## src/rtl/fifo_ctl_pkg.sv

```systemverilog
// Shared constants and types for the dual-port FIFO controller
package fifo_ctl_pkg;
    localparam int DATA_W = 18;
    localparam int HALF_W = 9;
    localparam int DEPTH_LOG2 = 6;
    localparam int OFFS_W = DEPTH_LOG2 + 1;
    localparam int SYNC_STAGES = 3;
    localparam logic [OFFS_W-1:0] EMPTY_OFFS_RST = 7'h07;
    localparam logic [OFFS_W-1:0] FULL_OFFS_RST = 7'h07;
    localparam logic [DATA_W-1:0] DATA_ZERO = 18'h00000;

    typedef struct packed {
        logic narrow_read;
        logic sync_flags;
        logic normal_rt_latency;
        logic fall_through;
        logic async_read;
        logic async_write;
    } mode_cfg_t;

    typedef struct packed {
        logic [OFFS_W-1:0] empty_offs;
        logic [OFFS_W-1:0] full_offs;
    } offsets_t;
endpackage

```

## src/rtl/fifo_ctl.sv

```systemverilog
// Dual-port FIFO controller with programmable almost flags and reread
`timescale 1ns/1ps
`default_nettype none
module fifo_ctl
    import fifo_ctl_pkg::*;
#(
    parameter int DEPTH_W = DEPTH_LOG2
)(
    input wire logic sys_clk_i,
    input wire logic rst_i,
    input wire logic master_reset_n_i,
    input wire logic partial_reset_n_i,
    input wire logic read_width_select_i,
    input wire logic flag_timing_select_i,
    input wire logic retransmit_latency_select_i,
    input wire logic async_read_select_n_i,
    input wire logic async_write_select_n_i,
    input wire logic fall_through_mode_i,
    input wire logic write_clk_i,
    input wire logic write_enable_n_i,
    input wire logic [DATA_W-1:0] write_data_i,
    input wire logic read_clk_i,
    input wire logic read_enable_n_i,
    input wire logic output_enable_n_i,
    input wire logic offset_access_n_i,
    input wire logic serial_offset_load_enable_n_i,
    input wire logic reread_request_i,
    output logic [DATA_W-1:0] read_data_out_o,
    output logic [DATA_W-1:0] read_data_out_en_n_o,
    output logic empty_flag_n_o,
    output logic almost_empty_flag_n_o,
    output logic almost_full_flag_n_o
);
    localparam int DEPTH = 1 << DEPTH_W;
    localparam logic [DEPTH_W:0] DEPTH_CNT = (DEPTH_W+1)'(DEPTH);

    // Three-stage samplers for the port clock, reset and reread pins from outside this clock
    logic [SYNC_STAGES-1:0] wclk_s_q, rclk_s_q, mr_s_q, pr_s_q, rt_s_q;
    logic [SYNC_STAGES-1:0] wclk_s_d, rclk_s_d, mr_s_d, pr_s_d, rt_s_d;
    always_comb
    begin
        wclk_s_d = {wclk_s_q[SYNC_STAGES-2:0], write_clk_i};
        rclk_s_d = {rclk_s_q[SYNC_STAGES-2:0], read_clk_i};
        mr_s_d = {mr_s_q[SYNC_STAGES-2:0], master_reset_n_i};
        pr_s_d = {pr_s_q[SYNC_STAGES-2:0], partial_reset_n_i};
        rt_s_d = {rt_s_q[SYNC_STAGES-2:0], reread_request_i};
    end
    always_ff @(posedge sys_clk_i or posedge rst_i)
    begin
        if (rst_i)
        begin
            wclk_s_q <= '0;
            rclk_s_q <= '0;
            mr_s_q <= '0;
            pr_s_q <= '1;
            rt_s_q <= '0;
        end
        else
        begin
            wclk_s_q <= wclk_s_d;
            rclk_s_q <= rclk_s_d;
            mr_s_q <= mr_s_d;
            pr_s_q <= pr_s_d;
            rt_s_q <= rt_s_d;
        end
    end

    // Settled levels only change once stages two and three agree
    logic wclk_lvl_q, rclk_lvl_q, mr_n_q, pr_n_q, rt_lvl_q;
    logic wclk_lvl_d, rclk_lvl_d, mr_n_d, pr_n_d, rt_lvl_d;
    function automatic logic settle(input logic [SYNC_STAGES-1:0] s, input logic cur);
        settle = (s[1] == s[2]) ? s[2] : cur;
    endfunction
    always_comb
    begin
        wclk_lvl_d = settle(wclk_s_q, wclk_lvl_q);
        rclk_lvl_d = settle(rclk_s_q, rclk_lvl_q);
        mr_n_d = settle(mr_s_q, mr_n_q);
        pr_n_d = settle(pr_s_q, pr_n_q);
        rt_lvl_d = settle(rt_s_q, rt_lvl_q);
    end
    always_ff @(posedge sys_clk_i or posedge rst_i)
    begin
        if (rst_i)
        begin
            wclk_lvl_q <= 1'b0;
            rclk_lvl_q <= 1'b0;
            mr_n_q <= 1'b0;
            pr_n_q <= 1'b1;
            rt_lvl_q <= 1'b0;
        end
        else
        begin
            wclk_lvl_q <= wclk_lvl_d;
            rclk_lvl_q <= rclk_lvl_d;
            mr_n_q <= mr_n_d;
            pr_n_q <= pr_n_d;
            rt_lvl_q <= rt_lvl_d;
        end
    end
    // Both port timings reduce to a rising edge of the same settled pin
    logic wr_edge, rd_edge, in_reset;
    assign wr_edge = wclk_lvl_d & ~wclk_lvl_q;
    assign rd_edge = rclk_lvl_d & ~rclk_lvl_q;
    assign in_reset = ~mr_n_q | ~pr_n_q;

    // Mode latch and offset registers; straps are taken by a clocked process
    mode_cfg_t cfg_q, cfg_d;
    offsets_t offs_q, offs_d;
    logic [DEPTH_W:0] wptr_q, wptr_d, rptr_q, rptr_d;
    logic [DATA_W-1:0] out_q, out_d;
    logic valid_q, valid_d, offs_sel_q, offs_sel_d;
    logic [DATA_W-1:0] mem_q [DEPTH];
    logic do_write, do_read, rd_fifo, wr_fifo, rd_offs, reread;
    logic [DEPTH_W:0] count, free;
    logic serial_bit;

    assign serial_bit = fall_through_mode_i;
    assign count = DEPTH_W'(0) + (wptr_q - rptr_q);
    assign free = DEPTH_CNT - count;
    // Asynchronous ports tie enables active, so one gate serves both timings
    assign do_write = wr_edge & ~write_enable_n_i & ~in_reset;
    assign do_read = rd_edge & ~read_enable_n_i & ~in_reset;
    assign wr_fifo = do_write & offset_access_n_i & (count != DEPTH_CNT);
    assign rd_offs = do_read & ~offset_access_n_i & ~cfg_q.async_read;
    assign reread = rt_lvl_d & ~rt_lvl_q & rd_edge & ~in_reset;
    assign rd_fifo = do_read & offset_access_n_i & (count != '0) & ~reread;

    always_comb
    begin
        cfg_d = cfg_q;
        offs_d = offs_q;
        wptr_d = wptr_q;
        rptr_d = rptr_q;
        out_d = out_q;
        valid_d = valid_q;
        offs_sel_d = offs_sel_q;
        if (~mr_n_q)
        begin
            cfg_d.narrow_read = read_width_select_i;
            cfg_d.sync_flags = flag_timing_select_i;
            cfg_d.normal_rt_latency = retransmit_latency_select_i;
            cfg_d.fall_through = fall_through_mode_i;
            cfg_d.async_read = ~async_read_select_n_i;
            cfg_d.async_write = ~async_write_select_n_i;
            offs_d.empty_offs = EMPTY_OFFS_RST;
            offs_d.full_offs = FULL_OFFS_RST;
            wptr_d = '0;
            rptr_d = '0;
            out_d = DATA_ZERO;
            valid_d = 1'b0;
            offs_sel_d = 1'b0;
        end
        else if (~pr_n_q)
        begin
            // Configuration and offsets left alone on purpose
            wptr_d = '0;
            rptr_d = '0;
            out_d = DATA_ZERO;
            valid_d = 1'b0;
            offs_sel_d = 1'b0;
        end
        else
        begin
            if (wr_edge & ~serial_offset_load_enable_n_i)
                offs_d = {offs_q[2*OFFS_W-2:0], serial_bit};
            else if (do_write & ~offset_access_n_i)
            begin
                // Parallel load alternates empty then full offset
                if (offs_sel_q)
                    offs_d.full_offs = write_data_i[OFFS_W-1:0];
                else
                    offs_d.empty_offs = write_data_i[OFFS_W-1:0];
                offs_sel_d = ~offs_sel_q;
            end
            if (wr_fifo)
                wptr_d = wptr_q + 1'b1;
            if (reread)
            begin
                rptr_d = '0;
                valid_d = cfg_q.fall_through & (wptr_q != '0);
            end
            else if (rd_offs)
            begin
                out_d = DATA_ZERO;
                out_d[OFFS_W-1:0] = offs_sel_q ? offs_q.full_offs : offs_q.empty_offs;
                offs_sel_d = ~offs_sel_q;
            end
            else if (rd_fifo)
            begin
                out_d = mem_q[rptr_q[DEPTH_W-1:0]];
                if (cfg_q.narrow_read)
                    out_d[DATA_W-1:HALF_W] = '0;
                rptr_d = rptr_q + 1'b1;
                valid_d = 1'b1;
            end
        end
    end
    always_ff @(posedge sys_clk_i or posedge rst_i)
    begin
        if (rst_i)
        begin
            cfg_q <= '0;
            offs_q <= {EMPTY_OFFS_RST, FULL_OFFS_RST};
            wptr_q <= '0;
            rptr_q <= '0;
            out_q <= DATA_ZERO;
            valid_q <= 1'b0;
            offs_sel_q <= 1'b0;
        end
        else
        begin
            cfg_q <= cfg_d;
            offs_q <= offs_d;
            wptr_q <= wptr_d;
            rptr_q <= rptr_d;
            out_q <= out_d;
            valid_q <= valid_d;
            offs_sel_q <= offs_sel_d;
        end
    end
    // Storage has no reset; stale words are never read past the pointers
    always_ff @(posedge sys_clk_i)
    begin
        if (wr_fifo)
            mem_q[wptr_q[DEPTH_W-1:0]] <= write_data_i;
    end

    // Flags; synchronous timing adds one register stage on the almost-flag paths, the empty flag is registered except in a reread cycle
    logic ae_raw, af_raw, ae_q, af_q, ae_d, af_d, ef_q, ef_d;
    assign ae_raw = (count >= (DEPTH_W+1)'(offs_q.empty_offs));
    assign af_raw = (free > (DEPTH_W+1)'(offs_q.full_offs));
    always_comb
    begin
        ae_d = ae_raw;
        af_d = af_raw;
        ef_d = cfg_q.fall_through ? valid_d : (count != '0);
    end
    always_ff @(posedge sys_clk_i or posedge rst_i)
    begin
        if (rst_i)
        begin
            ae_q <= 1'b0;
            af_q <= 1'b1;
            ef_q <= 1'b0;
        end
        else
        begin
            ae_q <= ae_d;
            af_q <= af_d;
            ef_q <= ef_d;
        end
    end
    assign almost_empty_flag_n_o = cfg_q.sync_flags ? ae_q : ae_raw;
    assign almost_full_flag_n_o = cfg_q.sync_flags ? af_q : af_raw;
    assign empty_flag_n_o = reread ? cfg_q.fall_through : ef_q;
    assign read_data_out_o = out_q;
    always_comb
    begin
        read_data_out_en_n_o = {DATA_W{output_enable_n_i}};
        if (cfg_q.narrow_read)
            read_data_out_en_n_o[DATA_W-1:HALF_W] = '1;
    end
endmodule
`default_nettype wire

```

## config.mk

```make
export PLATFORM = sky130hd
export DESIGN_NAME = fifo_ctl
export DESIGN_NICKNAME = d
export VERILOG_FILES = /design/src/rtl/fifo_ctl_pkg.sv /design/src/rtl/fifo_ctl.sv
export SDC_FILE = /design/constraint.sdc
export NUM_CORES = 1
export LEC_CHECK = 0
export BUFFER_PORTS_ARGS = -buffer_cell sky130_fd_sc_hd__buf_2
export CELL_PAD_IN_SITES_DETAIL_PLACEMENT = 0
export CELL_PAD_IN_SITES_GLOBAL_PLACEMENT = 1
export CORE_MARGIN = 2
export CORE_UTILIZATION = 35
export DETAILED_ROUTE_END_ITERATION = 16
export PLACE_DENSITY = 0.64
export SETUP_SLACK_MARGIN = 0.1
export SYNTH_ARGS = -nofsm -noshare
export SYNTH_HDL_FRONTEND = slang
export SYNTH_SLANG_ARGS = --single-unit
```

## constraint.sdc

```tcl
create_clock -name sys_clk_i -period 5.9 [get_ports sys_clk_i]
set_clock_uncertainty 0.1 [all_clocks]
set_input_delay 1.18 -clock sys_clk_i [delete_from_list [all_inputs] [get_ports sys_clk_i]]
set_output_delay 1.18 -clock sys_clk_i [all_outputs]
set_load 0.02 [all_outputs]
```

==> results of run 1 <==
## synth_stat cells, types with 7 or more instances
cell type	n	area, um2
a221oi_1	13	114
xnor2_1	16	140
edfxtp_1	1152	34600
clkbuf_1	47	176
nor3_1	27	135
nor2b_1	11	68.8
mux4_2	258	5810
ha_1	24	300
inv_1	32	120
nand2_1	126	473
nor4_1	14	87.6
o21ai_0	56	280
buf_1	13	48.8
a2111oi_0	9	78.8
a22oi_1	31	233
nor2_1	137	514
nand3_1	27	135
mux2_2	44	495
buf_2	53	265
o31ai_1	13	97.6
dfrtp_1	64	1600
a21oi_1	44	220
or4_1	10	75.1
mux2i_1	67	671
a211oi_1	11	82.6
dfstp_2	11	289
o22ai_1	37	231
or3_1	7	43.8
buf_4	30	225
a31oi_1	17	106
## area by class of cell
type,instances,share of cell area [%]
diodes,1,0.00453
inverters,34,0.238
flip-flops and latches,1227,66.1
repair buffers,199,2.45
well taps,1794,4.06
multi-input cells,1072,20.3
clock inverters,64,1.22
clock buffers,155,5.60
## critical path: stages, from the launching register on
cell and delay [ps]:
dfrtp_1 500, ha_1 470, a21oi_1 350, nand2_1 160, xnor2_1 350, nor2_1 110, xnor2_1 190, ha_1 280
a21o_1 170, a21o_1 180, a221oi_2 300, a41oi_2 80, mux2_2 280, buf_2 160
## worst max-delay path by stage
| stage | start | endpoint | slack (ps) | cells after the start |
|---|---|---|---|---|
| 6_report | wptr_q[2]$_DFFE_PP0P_ | almost_full_flag_n_o | 330 | 13 |
| 5_1_grt | wptr_q[0]$_DFFE_PP0P_ | almost_full_flag_n_o | 130 | 16 |
| 4_1_cts | wptr_q[0]$_DFFE_PP0P_ | almost_full_flag_n_o | 140 | 16 |
| 3_5_place_dp | wptr_q[0]$_DFFE_PP0P_ | almost_full_flag_n_o | 710 | 15 |
| 3_3_place_gp | wptr_q[0]$_DFFE_PP0P_ | almost_full_flag_n_o | 720 | 15 |
| 2_1_floorplan | rptr_q[2]$_DFFE_PP0P_ | almost_full_flag_n_o | 530 | 17 |
## registers in the layout, summed over array words and instances (netlist names), 3 cells and up
name             count
mem_q             1152
read_data_out_o     18
offs_q              14
rptr_q               7
wptr_q               7
cfg_q                4
mr_s_q               3
pr_s_q               3
rclk_s_q             3
rt_s_q               3
wclk_s_q             3
## power by group
group / switching, mW / leakage [nW] / internal [mW]
clock: 3.20 / 1.83 / 4.21
sequential: 0.0369 / 11.3 / 9.56
combinational: 0.267 / 4.00 / 0.0786
## cell families (layout without fill, tap and decap cells)
group	after synthesis	in the layout
muxes	369	369
DFF	1227	1227
adders and majority gates	30	30
AOI/OAI and AO/OA	261	261
xor gates and xnor gates	17	17
other	0	1
and+or+nand+nor	395	395
buffers and inverters	179	452
## per-layer routing
layer  track usage, %  vias up
li1                 -    10500
met1             23.8    13200
met2             30.4      862
met3             2.90      158
met4             4.17        0
met5                0        -
## timing repair
action                                  in CTS  in global routing
pin swaps                                    1                  6
endpoints found under the setup margin       1                  1
buffers inserted                             0                  4
resized for setup                            3                  7
==> results.ini, run 1 <==
[routing]
routed_wl_mm=126
wl_met1_mm=52.1
antenna_left=0
vias=24700
top_layer=met4
drtIter0Drc=2632
dr_wl_met3_mm=8.20
viasPerCell=5.43
dr_wl_met2_mm=62.8
first_pass_iters=5
wire_per_inst_um=27.7
drc=0

[global_routing]
grt_use_total_pct=17.8
grt_max_degree=128
grt_pass1_vias=25300
grt_overflow=0
antenna_found_initial=6
grt_pass1_wl_mm=181

[placement]
numPortBuffers=72
hpwlAfterDp_mm=74.1
place_ws_ps=710
placement.cell_area_um2=51400
placed_cells=4322
gp_congestion=0.831

[cts]
cts_tree=built
clkLatencyLatePin_ps=730
cts_buffers=117
clock_sinks=1227
cts_root_buffer=clkbuf_16
clockBufferDepth=3
clk_pin_slew_ps=60
cts-hold-fix-buffers=0
cts_htree_levels=3

[critical_path]
crit_arrival_ps=4290
rrSetupSlack_ps=1340
cp-start-kind=flop
critPathCaptureType=output port
r2r_start=rptr_q[5]$_DFFE_PP0P_
critPathKind=reg2out
critPathRequiredTime_ps=4620
r2r-end=mem_q[36][4]$_DFFE_PP_
worst-path-max-fanout=11
ff2ff_path_depth=12

[logic_synthesis]
synth-edff-count=1152
synth_top_family_by_area=multiplexers
yosys_warnings=0
yosys.cell_types.count=70
synth_flop_cell=edfxtp_1
synthMuxAreaShare_pct=14.4
synth-compound-area-share_pct=3.57
synth-simple-area-share_pct=3.75
synth_area_per_cell_um2=19.5
synthCells=2478
async_reset_ff_share_pct=6.11
syn_area_um2=48400
synthXorXnorAreaFrac_pct=0.308
yosys.area_share.adder_pct=0.765
ys_seq_area_share_pct=75.4
syn_nets=2539
ys_seq_elements=1227

[cells_and_area]
fin_cells=4546
final_area_um2=55200
area_delta_synth_final_pct=14.1
seq_area_um2=36500
num-fill-cells=12100
final_nets=2712
multi_input_area_um2=11200
layout_commonest_cell=edfxtp_1
drive_gt1_share_pct=27.5
mostFrequentLayoutCells=edfxtp_1 (1152), mux4_2 (258), nand2_1 (126), buf_4 (124), clkbuf_16 (118)
fin_util_pct=40.2

[floorplanning]
fp.dieW_um=376
die_h_um=376
initial_utilization_pct=35.2
core_um2=137000
ios=75
rows=136
dieArea_um2=141000

[timing]
slew_viol_final=0
worst_slew_margin_rel_pct=15.7
hold_viol=0
rsz0062_at_grt=false
period_needed_ps=5570
setup_slack_ps=325
setup_violations=0
period_share_pct=94.5
worst_pin_slew_ps=1270
clock.fmax_ghz=0.179
hold_slack_ps=264
setup_tns_ps=0

[worst_hold_path]
min_path_cells=0
hp-class=reg2reg
hold_start=pr_s_q[0]$_DFF_PP1_
hold_end=pr_s_q[1]$_DFF_PP1_

[power]
power_mw=17.3
power.density_nw_per_um2=314
vdd_drop_max_mv=0.230
p_leak_nw=17.1

[outcome]
status=complete, no violations

[flow_run]
cap_violations=0

No activity file was read; power rests on OpenSTA's default activity.
==> run 2: changes to the inputs <==
- RECOVER_POWER: default -> 50
==> results.ini, run 2 (synthesis results as in run 1) <==
[outcome]
status=finished, violations left
failed_checks=max-capacitance violations, max-slew violations

[placement]
numPortBuffers=72  ; unchanged
gp_congestion=0.831  ; unchanged
placement.cell_area_um2=51400  ; unchanged
hpwlAfterDp_mm=74.1  ; unchanged
placed_cells=4322  ; unchanged

[critical_path]
worst-path-max-fanout=11  ; unchanged
critPathCaptureType=output port
cp-start-kind=flop
crit_start=wptr_q[2]$_DFFE_PP0P_
r2r_start=rptr_q[5]$_DFFE_PP0P_
rrSetupSlack_ps=1360  ; +20 ps
cp-endpoint=almost_full_flag_n_o
ff2ff_path_depth=12  ; unchanged
critPathRequiredTime_ps=4620  ; about the same
crit_arrival_ps=4290  ; about the same
r2r-end=mem_q[36][4]$_DFFE_PP_
critPathKind=reg2out

[timing]
setup_tns_ps=0  ; unchanged
worst_pin_slew_ps=3490  ; +2220 ps
rsz0062_at_grt=false
setup_violations=0  ; unchanged
worst_slew_margin_rel_pct=-132  ; -150 points
hold_slack_ps=266  ; +1.99 ps
period_needed_ps=5570  ; -5.57 ps
period_share_pct=94.4  ; about the same
hold_viol=0  ; unchanged
clock.fmax_ghz=0.180  ; +0.10%
slew_viol_final=1213  ; +1213

[routing]
vias=24700  ; +0.23%
drtIter0Drc=2543  ; -3.4%
drc=0  ; unchanged
antenna_left=0  ; unchanged
wire_per_inst_um=27.7  ; about the same
viasPerCell=5.44  ; +0.25%
routed_wl_mm=126  ; about the same
first_pass_iters=5  ; unchanged

[cts]
clock_sinks=1227  ; unchanged
cts_htree_levels=3  ; unchanged
clkLatencyLatePin_ps=730  ; about the same
clk_pin_slew_ps=60  ; about the same
cts-hold-fix-buffers=0  ; unchanged
cts_buffers=117  ; unchanged
cts_root_buffer=clkbuf_16
cts_tree=built
clockBufferDepth=3  ; unchanged

[global_routing]
grt_max_degree=128  ; unchanged
antenna_found_initial=5  ; -1
grt_pass1_vias=25300  ; unchanged
grt_overflow=0  ; unchanged
grt_pass1_wl_mm=181  ; unchanged
grt_use_total_pct=17.8  ; unchanged

[power]
power.density_nw_per_um2=315  ; +0.17%
p_switching_mw=3.50  ; -0.13%
switching_share_pct=20.2  ; -0.036 points
pwr-share-seq_pct=55.4  ; about the same
power_mw=17.4  ; about the same
comb_power_share_pct=2.0  ; about the same
internal_power_mw=13.9  ; about the same
p_leak_nw=17.0  ; -0.46%
pwr-share-clk_pct=42.7  ; about the same
vdd_drop_max_mv=0.231  ; +0.16%

[cells_and_area]
largest_reg_flops=1152  ; unchanged
mostFrequentLayoutCells=edfxtp_1 (1152), mux4_2 (258), nand2_1 (126), clkbuf_16 (118), buf_4 (108)
final_area_um2=55200  ; -0.13%
fin_cells=4545  ; -0.022%
drive_gt1_share_pct=26.7  ; -0.84 points
area_delta_synth_final_pct=14.0
final_nets=2712  ; unchanged
antennaDiodeCount=0  ; -1
layout_commonest_cell=edfxtp_1

[flow_run]
cap_violations=20  ; +20

[floorplanning]
rows=136  ; unchanged
fp.dieW_um=376  ; unchanged
initial_utilization_pct=35.2  ; unchanged
ios=75  ; unchanged
die_h_um=376  ; unchanged
core_um2=137000  ; unchanged
dieArea_um2=141000  ; unchanged

[worst_hold_path]
hp-class=reg2reg

[run 2: per-stage QoR]
stage	worst slack [ps]	util, %
after floorplan	532	-
final	331	40.2
after global placement	723	37.4
after global routing	135	40.2
after detailed placement	710	37.4
after CTS	137	40.2
[run 2: critical path: stages (launching register included)]
cell      delay [ps]
dfrtp_1          500
ha_1             470
a21oi_1          340
nand2_1          160
xnor2_1          350
nor2_1           110
xnor2_1          190
ha_1             280
a21o_1           170
a21o_1           180
a221oi_2         300
a41oi_2           80
mux2_2           280
buf_2            160
[run 2: layer usage]
layer | track usage (%) | share of wire (%)
met1 | 23.8 | 41
met5 | 0 | 0
met2 | 30.4 | 50
met3 | 2.90 | 6.3
met4 | 4.17 | 2.3
[run 2: final cells by class]
cell class | count | area [um2]
Clock buffer | 155 | 3090
Inverter | 34 | 131
Tap cell | 1794 | 2240
Timing Repair Buffer | 199 | 1280
Multi-Input combinational cell | 1072 | 11200
Clock inverter | 64 | 672
Sequential cell | 1227 | 36500
Fill cell | 12200 | 82200
[run 2: worst min-delay path by stage]
stage	depth (start not counted)	slack, ps	startpoint	end
6_report	0	270	rt_s_q[0]$_DFF_PP0_	rt_s_q[1]$_DFF_PP0_
5_1_grt	0	270	wclk_s_q[0]$_DFF_PP0_	wclk_s_q[1]$_DFF_PP0_
4_1_cts	0	270	pr_s_q[0]$_DFF_PP1_	pr_s_q[1]$_DFF_PP1_
3_5_place_dp	0	240	rclk_s_q[0]$_DFF_PP0_	rclk_s_q[1]$_DFF_PP0_
3_3_place_gp	0	240	mr_s_q[0]$_DFF_PP0_	mr_s_q[1]$_DFF_PP0_
2_1_floorplan	0	230	mr_s_q[0]$_DFF_PP0_	mr_s_q[1]$_DFF_PP0_
[run 2: what timing repair did]
item                       4_1_cts  5_1_grt
gates resized for setup          3        7
pin swaps                        1        6
setup buffers                    0        4
setup endpoints to repair        1        1
[run 2: power by group through the flow]
stage / Sequential, mW / Clock [mW] / Combinational, mW
after floorplan: 9.76 / 0 / 0.133
after global placement: 9.78 / 0 / 0.329
after detailed placement: 9.78 / 0 / 0.344
after CTS: 9.59 / 7.54 / 0.344
after global routing: 9.61 / 7.88 / 0.372
final: 9.61 / 7.40 / 0.341
==> run 3: changes to the inputs <==
- CORE_UTILIZATION: 35 -> 49
- PLACE_DENSITY: 0.64 -> 0.82
==> results.ini, run 3 (synthesis results as in run 1) <==
[floorplanning]
die_h_um=318  ; -15%
core_um2=98100  ; -29%
initial_utilization_pct=49.3  ; +14 points
fp.dieW_um=318  ; -15%
rows=115  ; -15%
dieArea_um2=101000  ; -28%
ios=75  ; unchanged

[cts]
cts_buffers=116  ; -0.85%
clock_sinks=1227  ; unchanged
cts_tree=built
clk_pin_slew_ps=60  ; about the same
clockBufferDepth=3  ; unchanged
cts_htree_levels=3  ; unchanged
clkLatencyLatePin_ps=690  ; -40 ps
cts_root_buffer=clkbuf_16

[routing]
antenna_left=0  ; unchanged
first_pass_iters=6  ; +1
wire_per_inst_um=29.6  ; +6.8%
drc=0  ; unchanged
routed_wl_mm=119  ; -5.3%
viasPerCell=6.24  ; +15%
vias=25200  ; +1.7%
drtIter0Drc=2884  ; +13%

[global_routing]
antenna_found_initial=6  ; +1
grt_overflow=0  ; unchanged
use_met3_pct=4.87  ; +2.0 points
grt_max_degree=119  ; -7.0%
grt_pass1_wl_mm=173  ; -4.4%
grt_util_met1_pct=31.2  ; +7.4 points
busiest_layer=met2
grt_pass1_vias=25200  ; -0.37%
grt_use_total_pct=23.5  ; +5.8 points
use_met2_pct=38.4  ; +8.1 points

[power]
power_mw=17.1  ; -1.3%
p_leak_nw=17.0  ; -0.27%
vdd_drop_max_mv=0.248  ; +7.5%
power.density_nw_per_um2=315  ; about the same

[timing]
setup_slack_ps=297  ; -33.4 ps
setup_tns_ps=0  ; unchanged
worst_slew_margin_rel_pct=-125  ; +6.9 points
worst_pin_slew_ps=3380  ; -103 ps
setup_violations=0  ; unchanged
slew_viol_final=1160  ; -4.4%
period_needed_ps=5600  ; +33.4 ps
hold_viol=0  ; unchanged
rsz0062_at_grt=false
clock.fmax_ghz=0.178  ; -0.60%
period_share_pct=95.0  ; +0.57 points

[cells_and_area]
mostFrequentLayoutCells=edfxtp_1 (1152), mux4_2 (258), nand2_1 (126), clkbuf_16 (118), nor2_1 (102)
fin_cells=4032  ; -11%
largest_reg_flops=1152  ; unchanged
area_delta_synth_final_pct=12.4
layout_commonest_cell=edfxtp_1
drive_gt1_share_pct=26.1  ; -0.57 points
final_nets=2707  ; -0.18%

[critical_path]
crit_arrival_ps=4320  ; +30 ps
critPathRequiredTime_ps=4620  ; about the same
crit_top_cell=ha_1
critPathCaptureType=output port
rrSetupSlack_ps=1060  ; -300 ps
worst-path-max-fanout=6  ; -5
critPathKind=reg2out
cp-start-kind=flop
slowest_stage=fa_1
crit_chain=inv_4, ha_1, inv_1, fa_1, inv_2, ha_4, o311a_1, o221ai_2, or2_1, xnor2_2, ha_1, and4_1, a221oi_2, a41oi_2, mux2_2, buf_2
worst_path_largest_cell_delay_ps=500  ; about the same

[outcome]
failed_checks=max-capacitance violations, max-slew violations
status=finished, violations left

[worst_hold_path]
hp-class=reg2reg

[placement]
gp_congestion=0.851  ; +2.4%
placed_cells=3812  ; -12%
numPortBuffers=72  ; unchanged
place_ws_ps=602  ; -107 ps
hpwlAfterDp_mm=70.9  ; -4.4%

[flow_run]
cap_violations=21  ; +5.0%

[run 3: per-layer routing]
layer	routed length [um]	share of wire (%)
met4	5250	4.4
met3	10900	9.2
met2	58000	49
met1	45000	38
met5	34	0.029
[run 3: final cells by class]
cell class / instances / area [um2]
Antenna cell: 3 / 7.51
Clock buffer: 145 / 3080
Clock inverter: 69 / 583
Timing Repair Buffer: 195 / 1290
Fill cell: 7289 / 43700
Sequential cell: 1227 / 36500
Multi-Input combinational cell: 1072 / 11200
Tap cell: 1287 / 1610
Inverter: 34 / 134
[run 3: path summary, 6_finish.rpt]
check,start,end,depth (start not counted)
max in group asynchronous,rst_i,rptr_q[0]$_DFFE_PP0P_,3
hold / removal,rt_s_q[0]$_DFF_PP0_,rt_s_q[1]$_DFF_PP0_,0
setup / recovery,wptr_q[0]$_DFFE_PP0P_,almost_full_flag_n_o,16
min in group asynchronous,rst_i,mr_s_q[2]$_DFF_PP0_,3
setup reg to reg,mr_n_q$_DFFE_PP0N_,mem_q[42][15]$_DFFE_PP_,8
hold reg to reg,rt_s_q[0]$_DFF_PP0_,rt_s_q[1]$_DFF_PP0_,0
[run 3: per-stage QoR]
step / util [%] / instance area, um2 / hold slack (ps)
final: 55.4 / 54400 / 251
after global routing: 55.4 / 54400 / 248
after CTS: 55.4 / 54400 / 252
after detailed placement: 51.7 / 50700 / 239
after global placement: 51.7 / 50700 / 239
after floorplan: - / 48400 / 231
[run 3: what timing repair did]
action | in CTS | in global routing
setup endpoints to repair | 1 | 1
hold buffers | 0 | 0
gates resized for setup | 3 | 11
pin swaps | 1 | 3
setup buffers | 0 | 3
[run 3: worst max-delay path, delay by kind of cell, from the launching register on]
kind | cells | cell delay, ps
adders and majority gates | 4 | 1150
AOI/OAI and AO/OA | 4 | 640
xor gates and xnor gates | 1 | 140
buffers and inverters | 4 | 430
muxes | 1 | 290
and+or+nand+nor | 2 | 540
DFF | 1 | 450
[run 3: where the power goes]
group	total [mW]	switching [mW]	internal (mW)	leakage (nW)
combinational	0.350	0.279	0.0707	3.91
clock	7.18	3.14	4.04	1.80
sequential	9.60	0.0284	9.57	11.3
